File: src/core/fgc_params.svh
`ifndef FGC_PARAMS_SVH
`define FGC_PARAMS_SVH

// Core clock and link timing
`define FGC_CLK_HZ 25000000
`define FGC_LINK_BPS 625000
`define FGC_LINK_BIT_CYCLES (`FGC_CLK_HZ / `FGC_LINK_BPS)

// Switch positions with a documented meaning, and the switch sampling delay
`define FGC_LINK_RATE_POS_625K 4'h7
`define FGC_LINK_RATE_POS_FIRST_BAD 4'h8
`define FGC_FB_RATE_POS_10M 4'h4
`define FGC_SAMPLE_DELAY 2'h3

// Window layout
`define FGC_NUM_CHAN 4
`define FGC_WORDS_PER_CHAN 4
`define FGC_NUM_WORDS 16

// Host register byte offsets
`define FGC_REG_REQ_CTRL 8'h00
`define FGC_REG_END_STATUS 8'h04
`define FGC_REG_WR_BASE 8'h40
`define FGC_REG_RD_BASE 8'h80
`define FGC_REG_WIN_END 8'hc0

// Reset values
`define FGC_REQ_RESET 4'h0
`define FGC_WORD_RESET 16'h0000

// Bus answers
`define FGC_RESP_OKAY 2'h0
`define FGC_RESP_SLVERR 2'h2

`endif

File: src/core/fgc_pkg.sv
package fgc_pkg;
  typedef logic [15:0] fgc_word_type;
  typedef fgc_word_type [15:0] fgc_window_type;
  typedef fgc_word_type [3:0] fgc_chan_words_type;
  typedef logic [3:0] fgc_chan_mask_type;
endpackage

File: src/core/fgc_link_if.sv
`timescale 1ns/1ns
interface fgc_link_if;
  import fgc_pkg::*;
  fgc_chan_mask_type req;
  fgc_chan_mask_type done;
  fgc_window_type wr_words;
  fgc_window_type rd_words;

  modport gateway (
    input req,
    input wr_words,
    output done,
    output rd_words
  );

  modport master (
    output req,
    output wr_words,
    input done,
    input rd_words
  );
endinterface

File: src/core/fgc_gateway.sv
// Contract
// - Switches sampled once after power-up only
// - Protocol switch ON selects Modbus, OFF gateway
// - Rotary switch gives unit address 0 to 15
// - Integrator keeps unit addresses unique per link
// - Rate position 7 gives 625000 bps link
// - Gateway reads attached-unit count switch
// - Fieldbus rate position 4 means 10 Mbps
// - Station number from tens and units digits
// - Each channel owns four write, four read words
// - Channels 0,1 use words 0-3, 4-7
// - Channels 2,3 use words 8-B, C-F
// - Master sets four stations, extended cyclic two
// - Completion only after reply words are valid
//
// Local design decisions: register access over AXI4-Lite and the address map.
`timescale 1ns/1ns
`include "fgc_params.svh"

module fgc_gateway #(
  parameter int LINK_BIT_CYCLES = `FGC_LINK_BIT_CYCLES
) (
  // Clock and reset
  input wire logic core_clk_in,
  input wire logic nrst_in,
  // Fieldbus side
  fgc_link_if.gateway link,
  // Configuration switches, asynchronous pins
  input wire logic protocol_select_switch_in,
  input wire logic [3:0] address_rotary_switch_in,
  input wire logic address_extension_switch_in,
  input wire logic [3:0] link_rate_selector_in,
  input wire logic [3:0] attached_unit_count_switch_in,
  input wire logic [3:0] fieldbus_rate_switch_in,
  input wire logic [3:0] station_units_switch_in,
  input wire logic [3:0] station_tens_switch_in,
  // Latched configuration
  output logic config_valid_out,
  output logic modbus_mode_out,
  output logic [4:0] unit_address_out,
  output logic link_rate_error_out,
  output logic link_bit_tick_out,
  output logic [3:0] unit_count_out,
  output logic fieldbus_10m_out,
  output logic [6:0] station_number_out,
  // Command toward the serial drivers
  output logic cmd_valid_out,
  output logic [1:0] cmd_chan_out,
  output fgc_pkg::fgc_chan_words_type cmd_words_out,
  input wire logic resp_valid_in,
  input wire fgc_pkg::fgc_chan_words_type resp_words_in
);
  import fgc_pkg::*;

  localparam int SW_W = 26;

  // Tick counter is six bits wide
  if (LINK_BIT_CYCLES < 2 || LINK_BIT_CYCLES > 64) begin : g_bad_cycles
    $error("LINK_BIT_CYCLES must be 2 to 64");
  end

  typedef enum logic [1:0] {
    fgc_scan_type_idle,
    fgc_scan_type_issue,
    fgc_scan_type_wait
  } fgc_scan_type;

  logic [SW_W-1:0] sw_meta_ff;
  logic [SW_W-1:0] sw_sync_ff;
  logic [1:0] sample_cnt_ff;
  logic sampled_ff;
  logic [3:0] link_rate_ff;
  logic [5:0] tick_cnt_ff;
  fgc_scan_type state_ff;
  logic [1:0] chan_ff;
  fgc_chan_mask_type done_ff;
  fgc_window_type rd_words_ff;
  logic [3:0] sw_units;
  logic [3:0] sw_tens;
  logic [3:0] sw_rate;

  // Raw pins only feed the first stage
  always_ff @(posedge core_clk_in or negedge nrst_in) begin
    if (!nrst_in) begin
      sw_meta_ff <= '0;
      sw_sync_ff <= '0;
    end else begin
      sw_meta_ff <= {protocol_select_switch_in, address_rotary_switch_in,
                     address_extension_switch_in, link_rate_selector_in,
                     attached_unit_count_switch_in, fieldbus_rate_switch_in,
                     station_units_switch_in, station_tens_switch_in};
      sw_sync_ff <= sw_meta_ff;
    end
  end

  assign sw_units = sw_sync_ff[7:4];
  assign sw_tens = sw_sync_ff[3:0];
  assign sw_rate = sw_sync_ff[19:16];

  // Wait for the synchroniser to fill before the one-time capture
  always_ff @(posedge core_clk_in or negedge nrst_in) begin
    if (!nrst_in) begin
      sample_cnt_ff <= '0;
    end else if (sample_cnt_ff != `FGC_SAMPLE_DELAY) begin
      sample_cnt_ff <= sample_cnt_ff + 2'h1;
    end
  end

  // Captured once; later switch moves are ignored until the next power-up
  always_ff @(posedge core_clk_in or negedge nrst_in) begin
    if (!nrst_in) begin
      sampled_ff <= 1'b0;
      config_valid_out <= 1'b0;
      modbus_mode_out <= 1'b0;
      unit_address_out <= '0;
      link_rate_ff <= `FGC_LINK_RATE_POS_625K;
      link_rate_error_out <= 1'b0;
      unit_count_out <= '0;
      fieldbus_10m_out <= 1'b0;
      station_number_out <= '0;
    end else if (!sampled_ff && sample_cnt_ff == `FGC_SAMPLE_DELAY) begin
      sampled_ff <= 1'b1;
      config_valid_out <= 1'b1;
      modbus_mode_out <= sw_sync_ff[25];
      unit_address_out <= {sw_sync_ff[20], sw_sync_ff[24:21]};
      link_rate_ff <= sw_rate;
      link_rate_error_out <= (sw_rate >= `FGC_LINK_RATE_POS_FIRST_BAD);
      unit_count_out <= sw_sync_ff[15:12];
      fieldbus_10m_out <= (sw_sync_ff[11:8] == `FGC_FB_RATE_POS_10M);
      station_number_out <= 7'(sw_tens) * 7'h0a + 7'(sw_units);
    end
  end

  // Only position 7 has a known bit rate; other positions give no tick
  always_ff @(posedge core_clk_in or negedge nrst_in) begin
    if (!nrst_in) begin
      tick_cnt_ff <= '0;
      link_bit_tick_out <= 1'b0;
    end else if (sampled_ff && link_rate_ff == `FGC_LINK_RATE_POS_625K) begin
      if (tick_cnt_ff == 6'(LINK_BIT_CYCLES - 1)) begin
        tick_cnt_ff <= '0;
        link_bit_tick_out <= 1'b1;
      end else begin
        tick_cnt_ff <= tick_cnt_ff + 6'h1;
        link_bit_tick_out <= 1'b0;
      end
    end else begin
      tick_cnt_ff <= '0;
      link_bit_tick_out <= 1'b0;
    end
  end

  // Channel scan: one command to the drivers at a time
  always_ff @(posedge core_clk_in or negedge nrst_in) begin
    if (!nrst_in) begin
      state_ff <= fgc_scan_type_idle;
      chan_ff <= '0;
      cmd_valid_out <= 1'b0;
      cmd_chan_out <= '0;
      cmd_words_out <= '0;
    end else begin
      unique case (state_ff)
        fgc_scan_type_idle: begin
          // Direct Modbus mode leaves the gateway window unused
          if (sampled_ff && !modbus_mode_out && link.req[chan_ff] &&
              !done_ff[chan_ff]) begin
            state_ff <= fgc_scan_type_issue;
          end else begin
            chan_ff <= chan_ff + 2'h1;
          end
        end
        fgc_scan_type_issue: begin
          cmd_valid_out <= 1'b1;
          cmd_chan_out <= chan_ff;
          cmd_words_out <= link.wr_words[chan_ff*4 +: 4];
          state_ff <= fgc_scan_type_wait;
        end
        fgc_scan_type_wait: begin
          if (resp_valid_in) begin
            cmd_valid_out <= 1'b0;
            chan_ff <= chan_ff + 2'h1;
            state_ff <= fgc_scan_type_idle;
          end
        end
      endcase
    end
  end

  // Reply words land in the channel's own read window
  always_ff @(posedge core_clk_in or negedge nrst_in) begin
    if (!nrst_in) begin
      rd_words_ff <= '0;
    end else if (state_ff == fgc_scan_type_wait && resp_valid_in) begin
      rd_words_ff[chan_ff*4 +: 4] <= resp_words_in;
    end
  end

  // Done rises with the reply words, falls once the request drops
  always_ff @(posedge core_clk_in or negedge nrst_in) begin
    if (!nrst_in) begin
      done_ff <= '0;
    end else begin
      for (int i = 0; i < `FGC_NUM_CHAN; i++) begin
        if (state_ff == fgc_scan_type_wait && resp_valid_in && chan_ff == 2'(i)) begin
          done_ff[i] <= 1'b1;
        end else if (!link.req[i]) begin
          done_ff[i] <= 1'b0;
        end
      end
    end
  end

  assign link.done = done_ff;
  assign link.rd_words = rd_words_ff;
endmodule // fgc_gateway

File: src/flat_wrapper.sv
// flat-port wrapper written by rule: the top's interface ports become plain ports
module fgc_gateway_flat import fgc_pkg::*;
#(
  parameter int LINK_BIT_CYCLES = `FGC_LINK_BIT_CYCLES
)
  (core_clk_in, nrst_in, protocol_select_switch_in, address_rotary_switch_in, address_extension_switch_in, link_rate_selector_in, attached_unit_count_switch_in, fieldbus_rate_switch_in, station_units_switch_in, station_tens_switch_in, config_valid_out, modbus_mode_out, unit_address_out, link_rate_error_out, link_bit_tick_out, unit_count_out, fieldbus_10m_out, station_number_out, cmd_valid_out, cmd_chan_out, cmd_words_out, resp_valid_in, resp_words_in, link_req, link_wr_words, link_done, link_rd_words);
  fgc_link_if link_i ();
  input wire logic core_clk_in;
  input wire logic nrst_in;
  input wire logic protocol_select_switch_in;
  input wire logic [3:0] address_rotary_switch_in;
  input wire logic address_extension_switch_in;
  input wire logic [3:0] link_rate_selector_in;
  input wire logic [3:0] attached_unit_count_switch_in;
  input wire logic [3:0] fieldbus_rate_switch_in;
  input wire logic [3:0] station_units_switch_in;
  input wire logic [3:0] station_tens_switch_in;
  output logic config_valid_out;
  output logic modbus_mode_out;
  output logic [4:0] unit_address_out;
  output logic link_rate_error_out;
  output logic link_bit_tick_out;
  output logic [3:0] unit_count_out;
  output logic fieldbus_10m_out;
  output logic [6:0] station_number_out;
  output logic cmd_valid_out;
  output logic [1:0] cmd_chan_out;
  output fgc_pkg::fgc_chan_words_type cmd_words_out;
  input wire logic resp_valid_in;
  input wire fgc_pkg::fgc_chan_words_type resp_words_in;
  input wire logic [$bits(link_i.req)-1:0] link_req;
  input wire logic [$bits(link_i.wr_words)-1:0] link_wr_words;
  output wire logic [$bits(link_i.done)-1:0] link_done;
  output wire logic [$bits(link_i.rd_words)-1:0] link_rd_words;
  assign link_i.req = link_req;
  assign link_i.wr_words = link_wr_words;
  assign link_done = link_i.done;
  assign link_rd_words = link_i.rd_words;
  fgc_gateway #(.LINK_BIT_CYCLES(LINK_BIT_CYCLES)) u_core (.core_clk_in(core_clk_in), .nrst_in(nrst_in), .link(link_i), .protocol_select_switch_in(protocol_select_switch_in), .address_rotary_switch_in(address_rotary_switch_in), .address_extension_switch_in(address_extension_switch_in), .link_rate_selector_in(link_rate_selector_in), .attached_unit_count_switch_in(attached_unit_count_switch_in), .fieldbus_rate_switch_in(fieldbus_rate_switch_in), .station_units_switch_in(station_units_switch_in), .station_tens_switch_in(station_tens_switch_in), .config_valid_out(config_valid_out), .modbus_mode_out(modbus_mode_out), .unit_address_out(unit_address_out), .link_rate_error_out(link_rate_error_out), .link_bit_tick_out(link_bit_tick_out), .unit_count_out(unit_count_out), .fieldbus_10m_out(fieldbus_10m_out), .station_number_out(station_number_out), .cmd_valid_out(cmd_valid_out), .cmd_chan_out(cmd_chan_out), .cmd_words_out(cmd_words_out), .resp_valid_in(resp_valid_in), .resp_words_in(resp_words_in));
endmodule
File: config.mk
export PLATFORM = sky130hd
export DESIGN_NAME = fgc_gateway_flat
export DESIGN_NICKNAME = d
export VERILOG_FILES = /design/src/core/fgc_pkg.sv /design/src/core/fgc_link_if.sv /design/src/core/fgc_gateway.sv /design/src/flat_wrapper.sv
export VERILOG_INCLUDE_DIRS = /design/src /design/src/core
export SDC_FILE = /design/constraint.sdc
export NUM_CORES = 1
export LEC_CHECK = 0
export BUFFER_PORTS_ARGS = -buffer_cell sky130_fd_sc_hd__buf_4
export CORE_AREA = 3 3 268 270
export DETAILED_ROUTE_END_ITERATION = 12
export DIE_AREA = 0 0 271 273
export GPL_TIMING_DRIVEN = 0
export PLACE_DENSITY_LB_ADDON = 0.2
export SLEW_MARGIN = 40
export SYNTH_ARGS = -nofsm -noshare
export SYNTH_HDL_FRONTEND = slang
export SYNTH_SLANG_ARGS = --single-unit
File: constraint.sdc
create_clock -name core_clk_in -period 3.4 [get_ports core_clk_in]
set_input_delay 0.17 -clock core_clk_in [delete_from_list [all_inputs] [get_ports core_clk_in]]
set_output_delay 0.17 -clock core_clk_in [all_outputs]
set_load 0.1 [all_outputs]
; Yosys cells after proc, flatten, opt, wreduce, memory -nomap -nowiden
; Cells that the tools add are included.
[totals]
reg_bits = 416
output_inout_bits = 348
romBits = 0
inputBits = 353
memories = 0
ramBits = 0
latch_bits = 0
wordCells = 144
[classes]
muxes = 25
div = 0
bitwise = 0
order_cmp = 2
n_shift = 33
n_addsub = 5
n_reduce_logical = 20
mul = 1
n_eq_ne = 17
[ops]
columns = operator, count
row1 = $shiftx A4 B34 Y16, 16
row2 = $bwmux W256, 1
row3 = $shiftx A16 B5 Y4, 16
row4 = $neg A4 Y34, 1
row5 = $shift A4 B34 Y16 const A, 1
row6 = $mux W1, 13
row7 = $mux W6, 2
row8 = $logic_and A1 B1 Y1, 10
row9 = $ne A2 B1 Y1 const B, 5
row10 = $eq A2 B2 Y1 const B, 4
row11 = $eq A4 B3 Y1 const B, 2
row12 = $mux W2, 4
row13 = $add A7 B4 Y7, 1
row14 = $add A6 B1 Y6 const B, 1
row15 = $eq A6 B6 Y1 const B, 1
row16 = $mul A4 B3 Y6 const B, 1
row17 = $ne A2 B2 Y1 const B, 3
row18 = $pmux W2 S3, 1
row19 = $add A2 B1 Y2 const B, 2
row20 = $bmux W1 S2, 2
row21 = $eq A2 B1 Y1 const B, 2
row22 = $ge A4 B4 Y1 const B, 1
row23 = $logic_not A2 Y1, 2
row24 = $pmux W2 S2, 1
row25 = 6 further kinds, 10

; Longest topological paths before layout
; Gate-level depths: netlist (run 1).
[depth]
depth_word = 6
depth_mapped = 10
ltp_nobuf = 6

; Least setup slack after synthesis (run 1)
; OpenSTA, ideal clock, no wires.
[synth_timing]
kind = flip-flop to flip-flop
startpoint = register u_core.chan_ff[1]
endpoint = register u_core.rd_words_ff (netlist bit u_core.link.rd_words[192])
t_required_ns = 3.331
path_buffers = 4
stages_incl_launch_ff = 9
setup_ns = 0.069
period_less_slack_ns = 2.444
slack_ns = 0.956
arrival_time_ns = 2.375
path_cell_list = dfrtp_1 > buf_2 > buf_2 > buf_1 > inv_1 > ha_1 > nor4_4 > buf_6 > a22o_1
[synth_via]
elab_chain_cells = 3
[synth_rtl]
columns = element, line_no
row1 = "start, declared", fgc_gateway.sv:75  ; logic [1:0] chan_ff;
row2 = "start signal, assigned", fgc_gateway.sv:169  ; chan_ff <= chan_ff + 2'h1;
row3 = "start signal, assigned", fgc_gateway.sv:181  ; chan_ff <= chan_ff + 2'h1;
row4 = $neg A4 Y34 (*), fgc_gateway.sv:194  ; rd_words_ff[chan_ff*4 +: 4] <= resp_words_in;
row5 = $shiftx A4 B34 Y16 or $shift A4 B34 Y16 (tied branches), fgc_gateway.sv:194
row6 = $bwmux W256 (*), fgc_gateway.sv:194
row7 = "end signal, assigned by index", fgc_gateway.sv:194
row8 = "end, declared", fgc_gateway.sv:77  ; fgc_window_type rd_words_ff;
; Every way passes the cells marked *; elsewhere a longest branch is shown, timed or not.
; A chain may end at the register's enable or synchronous reset.

; Worst setup path in the final report (run 1)
[layout_timing]
startpoint = register u_core.chan_ff[1]
endpoint = register u_core.rd_words_ff (netlist bit u_core.link.rd_words[0])
; Same word-level chain as after synthesis.

==> metrics.md, run 1 <==
| Metric | Value |
|---|---|
| Status | finished, final reports clean |
| First-pass GRT wire length | 102.8 mm |
| Capturing point of the worst reg2reg path | u_core.link.rd_words[0] |
| Share of layout cells above drive strength 1 | 50.08% |
| Syn avg cell area | 15.49 sq um |
| Initial Util | 23.50% |
| Post-synth ARST share | 100.0% |
| CTS Sinks | 416 |
| CTS Buf Count | 49 |
| Yosys warns | 0 |
| Die area | 73,980 sq um |
| Post-Syn Area | 16,400 sq um |
| Layout Skew | 0.01944 ns |
| # IOs | 701 |
| Length of the first detailed-routing pass in iterations | 5 |
| Post-synth EDFFs | 0 |
| H-tree depth reported by CTS | 2 |
| Max_slew headroom | 43.41% |
| Die Ht | 273 um |
| Core Footprint | 69,790 sq um |
| Final setup fails | 0 |
| Vias in the first global route | 14,480 |
| Gr usage total | 18.57% |
| # DRC | 0 |
| Routed Antenna Nets | 0 |
| Hpwl dp | 55.26 mm |
| CP Launch Type | register |
| Post-CTS Setup Bufs | 0 |
| Synth area leaders | dfrtp_1 (63%), a22o_1 (14%), mux4_2 (8.8%), mux2_2 (4.7%), nand2_1 (1.6%) |
| Arrival time worst endpoint | 3.64 ns |
| Max Fclk | 320.5 MHz |
| Layout area overhead | 55.99% |
| Top cells by count, synth | dfrtp_1 (413), a22o_1 (259), nand2_1 (69), mux2_2 (68), mux4_2 (64) |
| CP Capture Type | register |
| Routed Wire Length | 71.32 mm |
| Gp weighted congestion | 0.9442 |
| Worst-path maximum fanout | 10 |
| Crit path from | u_core.chan_ff[1] |
| Global route overflow | 0 |
| Final Critical Period | 3.120 ns |
| Req. time, crit path | 3.92 ns |
| Clk buf depth | 3 |
| Max-Cap Viols | 0 |
| Cell taking the most area after synthesis | dfrtp_1 |
| Initial antenna violation count | 10 |
| RSZ-0062 raised after global routing | no |
| CP endpoint | u_core.link.rd_words[0] |
| Design area | 25,590 sq um |
| Wire per inst | 24.65 um |
| IO Port Bufs | 700 |
| Synth Flop Type | dfrtp_1 |
| Hold Slack | 0.04386 ns |
| Worst Reg2Reg Path Length in Cells | 9 |
| Clock-pin slew on the worst setup and hold paths | 0.06 ns |
| Die width | 271 um |
| Dpl cell area | 23,020 sq um |
| HP Class | in2reg |
| CTS root buf | clkbuf_16 |
| Via/cell ratio | 4.602 |
| Total vias in the final route | 13,310 |
| Largest net degree at the start of global routing | 74 |
| Row cnt | 97 |
| Tcrit/Tclk final | 91.78% |
| Post-layout nets | 2,287 |
| Worst skew pair latency | 0.59 ns |
| Count of filler cells inserted in the layout | 6,813 |
| Unique cell type count in the Yosys netlist | 47 |
| Syn Inst Count | 1,059 |
| Iteration-0 DRC Markers | 799 |
| Count leader, synth | dfrtp_1 |
| TritonCTS clock tree | done |
| Least-Margin Pin Slew | 0.8488 ns |
| Origin of the critical flop-to-flop path | u_core.chan_ff[1] |
| Top cell type's share of synthesized area | 63.01% |
| Syn nets | 1,432 |
| Final Hold Vio Count | 0 |
| Seq cells post-synth | 416 |
| Setup CP Type | reg2reg |
| R2R Setup Slk | 0.28 ns |
| Sequential fraction of the synthesis area | 63.49% |
| Final slew viol count | 0 |
-- cell usage in the layout (no fill, tap or decap), drive strengths merged, types with 2 or more instances in the layout --
cell type	count
nand2b	4
nor2	11
inv	9
bufinv	2
a21oi	3
nand3	4
mux2	69
dlygate4sd3	96
xor2	4
dfstp	3
diode	4
dfrtp	413
buf	753
nor2b	6
xnor2	5
nand4	2
nor4b	3
o221ai	2
o211ai	3
ha	18
nand2	70
mux4	64
clkinv	12
a22o	259
fa	2
clkbuf	107
o21ai	4
nor3	2
clkinvlp	3
-- registers in the layout (all words and copies together) (netlist names), 4 cells and up --
| register | cells |
|---|---|
| u_core.link.rd_words | 256 |
| u_core.cmd_words_out | 64 |
| u_core.sw_meta_ff | 26 |
| u_core.sw_sync_ff | 26 |
| u_core.station_number_out | 7 |
| u_core.tick_cnt_ff | 6 |
| u_core.unit_address_out | 5 |
| u_core.link.done | 4 |
| u_core.link_rate_ff | 4 |
| u_core.unit_count_out | 4 |
-- routing by layer --
metal | global-route usage [%] | part of all wire [%] | vias to the layer above
li1 | - | - | 5742
met1 | 21.69 | 38 | 6845
met2 | 32.58 | 51 | 604
met3 | 5.803 | 8.2 | 122
met4 | 5.679 | 3.0 | 0
met5 | 0 | 0 | -
-- how the worst min path moves through the flow --
stage | start | to | cells after the start
after detailed placement | nrst_in | u_core.link.rd_words[132] | 1
after global placement | address_rotary_switch_in[2] | u_core.sw_meta_ff[23] | 1
final | link_wr_words[155] | u_core.cmd_words_out[27] | 3
after global routing | link_wr_words[156] | u_core.cmd_words_out[28] | 3
after floorplan | nrst_in | u_core.chan_ff[0] | 0
after CTS | link_wr_words[155] | u_core.cmd_words_out[27] | 3
-- logic make-up after synthesis --
logic type,after synthesis,synth area share [%]
AO/OA/AOI/OAI,279,14.67
XOR/XNOR,9,0.4806
adder cells (fa/ha/maj),20,1.617
buffers and inverters,92,2.990
flip-flops,416,63.49
multiplexers,133,13.53
AND/OR/NAND/NOR,110,3.227
-- critical path, stage by stage, from the launching register on --
cell and delay, ns:
dfrtp_1 0.40, buf_2 0.24, buf_2 0.32, clkbuf_4 0.38, inv_1 0.15, ha_1 0.37, nor4b_1 0.29, buf_2 0.45
buf_4 0.29, a22o_1 0.15
-- through the flow --
stage	utilization, %	std cells	setup WS [ns]	TNS, ns
3_5_place_dp	32.99	2707	0.04494	0
5_1_grt	36.66	2892	0.06275	0
3_3_place_gp	32.72	2699	-2.218	-998.05
6_report	36.66	2893	0.2796	0
4_1_cts	36.64	2889	0.04501	0
2_1_floorplan	-	1059	0.9556	0
-- area by class of cell --
type                            count  area (sq um)  share of cell area (%)
Multi-Input combinational cell    551          5498                   21.49
Buffer                             85         473.0                   1.849
Clock inverter                     19         190.2                  0.7433
Inverter                            7         26.28                  0.1027
Clock buffer                       67          1395                   5.453
Sequential cell                   416         10410                   40.70
Antenna cell                        4         10.01                 0.03912
Timing Repair Buffer              804          6404                   25.03
Tap cell                          940          1176                   4.597
-- timing repair --
item / CTS / global route
hold buffers: 96 / 0
endpoints found under the hold margin: 441 / 0
endpoints found under the setup margin: 0 / 84
gates resized for setup: 0 / 3
Power of run 1 is not shown: default switching activity piles up to over one toggle a cycle in this logic, so the estimate is an artifact.
==> run 2, diff against run 1 <==
--- a/config.mk
+++ b/config.mk
@@ -7,9 +7,11 @@
 export NUM_CORES = 1
 export LEC_CHECK = 0
 export BUFFER_PORTS_ARGS = -buffer_cell sky130_fd_sc_hd__buf_4
-export CORE_AREA = 3 3 268 270
+export CELL_PAD_IN_SITES_DETAIL_PLACEMENT = 1
+export CELL_PAD_IN_SITES_GLOBAL_PLACEMENT = 1
+export CORE_AREA = 3 3 276 278
 export DETAILED_ROUTE_END_ITERATION = 12
-export DIE_AREA = 0 0 271 273
+export DIE_AREA = 0 0 279 281
 export GPL_TIMING_DRIVEN = 0
 export PLACE_DENSITY_LB_ADDON = 0.2
 export SLEW_MARGIN = 40
==> metrics.md, run 2 (same netlist as run 1, synthesis figures left out) <==
| Metric | Value |
|---|---|
| Crit path from | u_core.chan_ff[1] |
| Final Critical Period | 3.149 ns |
| Worst setup margin | 0.2506 ns |
| CP Launch Type | register |
| Footprint of the multi-input gates | 5498 sq um |
| CP Capture Type | register |
| Die width | 279 um |
| CP Cell Sequence | buf_2, buf_2, buf_4, inv_1, ha_1, nand2_1, clkbuf_2, clkbuf_1, a22o_1 |
| Worst Reg2Reg Path Length in Cells | 9 |
| Status | finished, final reports clean |
| TritonCTS clock tree | done |
| Arrival time worst endpoint | 3.67 ns |
| WP depth | 9 |
| Initial Util | 22.11% |
| Iteration-0 DRC Markers | 452 |
| Setup CP Type | reg2reg |
| CP top delay family | buffers and inverters |
| Hold path startpoint | link_wr_words[152] |
| Commonest non-fill, non-tap cell in the layout | buf_4 |
| Final setup fails | 0 |
| IO Port Bufs | 700 |
| # IOs | 701 |
| Least-Margin Pin Slew | 0.8199 ns |
| CTS root buf | clkbuf_16 |
| Max Fclk | 317.5 MHz |
| RSZ-0062 raised after global routing | no |
| Vias in the first global route | 14,750 |
| Total vias in the final route | 13,180 |
| Length of the first detailed-routing pass in iterations | 4 |
| Req. time, crit path | 3.92 ns |
| First-pass GRT wire length | 104.4 mm |
| Count of filler cells inserted in the layout | 7,968 |
| Via/cell ratio | 4.495 |
| Origin of the critical flop-to-flop path | u_core.chan_ff[1] |
| Layout area overhead | 56.88% |
| Hold path cells | 3 |
| Most frequent cells in the layout | buf_4 (723), dfrtp_1 (413), a22o_1 (259) |
| Global route overflow | 0 |
| Post-layout nets | 2,293 |
| # DRC | 0 |
| CTS Sinks | 416 |
| Layout Skew | 0.02699 ns |
| Pre-CTS WS | -0.1774 ns |
| Routed Antenna Nets | 0 |
| Share of layout cells above drive strength 1 | 49.80% |
| Tcrit/Tclk final | 92.63% |
| Final slew viol count | 0 |
| Gr usage total | 17.90% |
| Worst skew pair latency | 0.59 ns |
| CTS Buf Count | 50 |
| Seq. cell area | 10,410 sq um |
| Worst-path maximum fanout | 10 |
| CP most frequent cell | buf_2 |
| Clock-pin slew on the worst setup and hold paths | 0.06 ns |
| Gp weighted congestion | 0.8641 |
| Hpwl dp | 55.61 mm |
| Core Footprint | 74,200 sq um |
| Wire per inst | 24.72 um |
| Die Ht | 281 um |
| Slowest-stage cell, CP | clkbuf_1 |
| Routed Wire Length | 72.46 mm |
| Max_slew headroom | 45.34% |
| Clk buf depth | 3 |
| Largest net degree at the start of global routing | 68 |
| Initial antenna violation count | 6 |
| Final Hold Vio Count | 0 |
| CP peak stage delay | 0.57 ns |
| HP Class | in2reg |
| Buffers and inverters on the worst path | 6 |
| Max-Cap Viols | 0 |
| H-tree depth reported by CTS | 2 |
| Die area | 78,400 sq um |
| Row cnt | 100 |
| Max reg flops | 256 |
run 2: path summary, 6_finish.rpt:
check | end | slack, ns
hold reg to reg | u_core.sw_sync_ff[14] | 0.35
hold / removal | u_core.cmd_words_out[24] | 0.05
setup reg to reg | u_core.link.rd_words[39] | 0.25
setup / recovery | u_core.link.rd_words[39] | 0.25
max in group asynchronous | u_core.link_rate_ff[0] | 1.71
min in group asynchronous | u_core.link.rd_words[188] | 0.06
run 2: worst reg2reg max path: cells and delay by family, from the launching register on:
family          cells  cell delay, ns
compound gates      1            0.26
fa+ha+maj           1            0.21
simple gates        1            0.09
flops               1            0.44
buf+inv             6            2.10
run 2: layout make-up:
type / instances / area share, %
inverters: 7 / 0.1021
repair buffers: 809 / 25.15
plain buffers: 85 / 1.872
clock buffers: 81 / 5.903
diodes: 2 / 0.01945
clock inverters: 11 / 0.4036
multi-input cells: 551 / 21.37
well taps: 969 / 4.712
flip-flops and latches: 416 / 40.47
run 2: repair_timing:
| item | in CTS | in global routing |
|---|---|---|
| setup endpoints to repair | 210 | 13 |
| cloned | 0 | 0 |
| hold endpoints to repair | 443 | 0 |
| setup buffers | 1 | 0 |
| resized for setup | 4 | 3 |
| hold buffers | 100 | 0 |
| pin swaps | 1 | 0 |
run 2: layer usage:
metal  part of all wire [%]  track usage [%]  vias up  routed length (um)
met5                  0.058                0        -                  42
met1                     38            20.51     6841               27710
met4                    2.2            4.323        8                1596
met3                    8.7            6.438       84                6270
met2                     51            31.83      491               36850
li1                       -                -     5752                   -
run 2: stage by stage:
step | TNS [ns] | hold slack, ns | std cells | util, % | area [sq um]
after detailed placement | -21.41 | 0.08374 | 2736 | 31.11 | 23080
after CTS | 0 | 0.0002422 | 2929 | 34.67 | 25720
after floorplan | 0 | -0.1256 | 1059 | - | 16400
final | 0 | 0.04693 | 2931 | 34.68 | 25730
after global routing | 0 | 0.01274 | 2931 | 34.68 | 25730
after global placement | -1041.80 | 0.2801 | 2728 | 30.82 | 22870
Power of run 2 is left out for the same reason.
==> run 3, diff against run 2 <==
--- a/config.mk
+++ b/config.mk
@@ -9,9 +9,10 @@
 export BUFFER_PORTS_ARGS = -buffer_cell sky130_fd_sc_hd__buf_4
 export CELL_PAD_IN_SITES_DETAIL_PLACEMENT = 1
 export CELL_PAD_IN_SITES_GLOBAL_PLACEMENT = 1
-export CORE_AREA = 3 3 276 278
+export CORE_AREA = 3 3 272 274
+export CTS_BUF_LIST = sky130_fd_sc_hd__clkbuf_2
 export DETAILED_ROUTE_END_ITERATION = 12
-export DIE_AREA = 0 0 279 281
+export DIE_AREA = 0 0 275 277
 export GPL_TIMING_DRIVEN = 0
 export PLACE_DENSITY_LB_ADDON = 0.2
 export SLEW_MARGIN = 40
==> constraint.sdc (replaced) <==
create_clock -name core_clk_in -period 3.4 [get_ports core_clk_in]
set_input_delay 0.51 -clock core_clk_in [delete_from_list [all_inputs] [get_ports core_clk_in]]
set_output_delay 0.51 -clock core_clk_in [all_outputs]
set_load 0.1 [all_outputs]
==> metrics.md, run 3 (same netlist as run 1, synthesis figures left out) <==
| Metric | Value |
|---|---|
| Status | finished, final reports clean |
| Layout Skew | 0.1072 ns |
| CTS Buf Count | 115 |
| Total vias in the final route | 14,350 |
| Gp weighted congestion | 0.8497 |
| Req. time, crit path | 4.40 ns |
| TritonCTS clock tree | done |
| Footprint of the multi-input gates | 5498 sq um |
| Global route overflow | 0 |
| Die Ht | 277 um |
| Int Pwr | 13,200 uW |
| Tcrit/Tclk final | 89.53% |
| Seq. cell area | 10,410 sq um |
| First-pass GRT wire length | 110.4 mm |
| Met1 wire length | 28.08 mm |
| Worst-path maximum fanout | 19 |
| Final Critical Period | 3.044 ns |
| RSZ-0062 raised after global routing | no |
| # IOs | 701 |
| Placed Cells | 2,716 |
| Uppermost layer routed | met5 |
| Met2 wire length | 38.36 mm |
| HP Class | in2reg |
| Vias in the first global route | 16,690 |
| LEAKAGE | 0.01333 uW |
| Worst VDD drop | 763.0 uV |
| Wire per inst | 23.32 um |
| Crit path from | u_core.chan_ff[1] |
| CP Launch Type | register |
| Die width | 275 um |
| Psw | 17,930 uW |
| Via/cell ratio | 4.467 |
| Max-Cap Viols | 0 |
| Routed Antenna Nets | 0 |
| Most frequent cells in the layout | buf_4 (719), dfrtp_1 (413), dlygate4sd3_1 (294) |
| Logic pwr share | 64.1% |
| Final setup fails | 0 |
| Pre-CTS WS | -0.5584 ns |
| Initial antenna violation count | 4 |
| Max reg flops | 256 |
| Arrival time worst endpoint | 4.04 ns |
| Gr usage total | 19.19% |
| Sw frac | 57.61% |
| Pwr dens | 1152 nW/um^2 |
| Largest net degree at the start of global routing | 72 |
| CP Capture Type | register |
| Final Hold Vio Count | 0 |
| Worst skew pair latency | 1.12 ns |
| Post-Layout Cell Count | 3,212 |
| Count of filler cells inserted in the layout | 7,827 |
| Least-Margin Pin Slew | 0.7179 ns |
| Clock-pin slew on the worst setup and hold paths | 0.10 ns |
| Commonest non-fill, non-tap cell in the layout | buf_4 |
| Clock share of power | 11.7% |
| Post-layout nets | 2,550 |
| CTS Sinks | 416 |
| Row cnt | 98 |
| Worst setup margin | 0.3561 ns |
| Max Fclk | 328.5 MHz |
| Core Footprint | 71,610 sq um |
| IO Port Bufs | 700 |
| CTS root buf | clkbuf_2 |
| Length of the first detailed-routing pass in iterations | 4 |
| Iteration-0 DRC Markers | 484 |
| Layout area overhead | 64.77% |
| Final slew viol count | 0 |
| # DRC | 0 |
| Share of layout cells above drive strength 1 | 47.72% |
| Initial Util | 22.91% |
| Setup CP Type | reg2reg |
| Hold path startpoint | resp_words_in[57] |
| Setup_tns | 0 ns |
| Clk buf depth | 3 |
| H-tree depth reported by CTS | 3 |
| Max_slew headroom | 52.14% |
| Share of power burned in registers | 24.2% |
| Die area | 76,180 sq um |
| Origin of the critical flop-to-flop path | u_core.chan_ff[1] |
| Met3 WL | 6.479 mm |
| Hpwl dp | 55.14 mm |
| Routed Wire Length | 74.89 mm |
==> run 3: changes by cell type in the layout (fill, tap and decap cells not counted), sizes merged <==
cell / change
clkinv: +16
clkbuf: +85
bufinv: +1
buf: -2
dlygate4sd3: +194
diode: +5
clkinvlp: -1
inv: +2
==> run 3: final cells by class <==
| class | count | area share, % |
|---|---|---|
| multi-input cells | 551 | 20.34 |
| repair buffers | 1002 | 31.07 |
| diodes | 7 | 0.06481 |
| plain buffers | 84 | 1.736 |
| clock buffers | 166 | 3.074 |
| clock inverters | 29 | 0.6806 |
| well taps | 950 | 4.398 |
| inverters | 7 | 0.09722 |
| flip-flops and latches | 416 | 38.53 |
==> run 3: critical path, stage by stage, from the launching register on <==
cell and delay [ns]:
dfrtp_1 0.45, buf_2 0.29, clkbuf_4 0.44, inv_1 0.22, ha_1 0.41, nor4b_1 0.29
buf_2 0.42, buf_4 0.33, a22o_1 0.16
==> run 3: worst paths after layout <==
check | endpoint | cells after the start | slack [ns]
max in group asynchronous | u_core.cmd_words_out[53] | 7 | 1.37
hold reg to reg | u_core.sw_sync_ff[5] | 0 | 0.35
setup reg to reg | u_core.link.rd_words[13] | 8 | 0.36
min in group asynchronous | u_core.link.rd_words[180] | 4 | 0.50
setup / recovery | u_core.link.rd_words[13] | 8 | 0.36
hold / removal | u_core.link.rd_words[185] | 3 | 0.24
==> run 3: stage by stage <==
stage	hold WS [ns]	utilization (%)	instance area, sq um	total power (uW)
floorplan	0.2144	-	16400	21940
global placement	0.3322	31.90	22850	26720
detailed placement	0.3363	32.16	23030	26870
CTS	0.00009426	37.71	27000	31510
global route	0.04012	37.74	27020	32480
finish	0.2386	37.74	27030	31130
==> run 3: layer usage <==
layer / up-vias / global-route usage, %
li1: 6320 / -
met1: 7339 / 21.27
met2: 577 / 34.13
met3: 110 / 6.931
met4: 2 / 5.796
met5: - / 0
==> run 3: repair_timing <==
| action | CTS | global route |
|---|---|---|
| pin swaps | 0 | 0 |
| setup buffers | 0 | 0 |
| hold endpoints to repair | 633 | 0 |
| setup endpoints to repair | 249 | 20 |
| resized for setup | 2 | 1 |
| hold buffers | 295 | 0 |
==> run 3: power groups by stage <==
stage | clock network [uW] | registers, uW | logic, uW
6_report | 3640 | 7520 | 20000
5_1_grt | 4160 | 7740 | 20600
4_1_cts | 3890 | 7520 | 20100
3_5_place_dp | 0 | 7570 | 19300
3_3_place_gp | 0 | 7530 | 19200
2_1_floorplan | 0 | 18600 | 3380
Power figures use the tool's default switching activity.
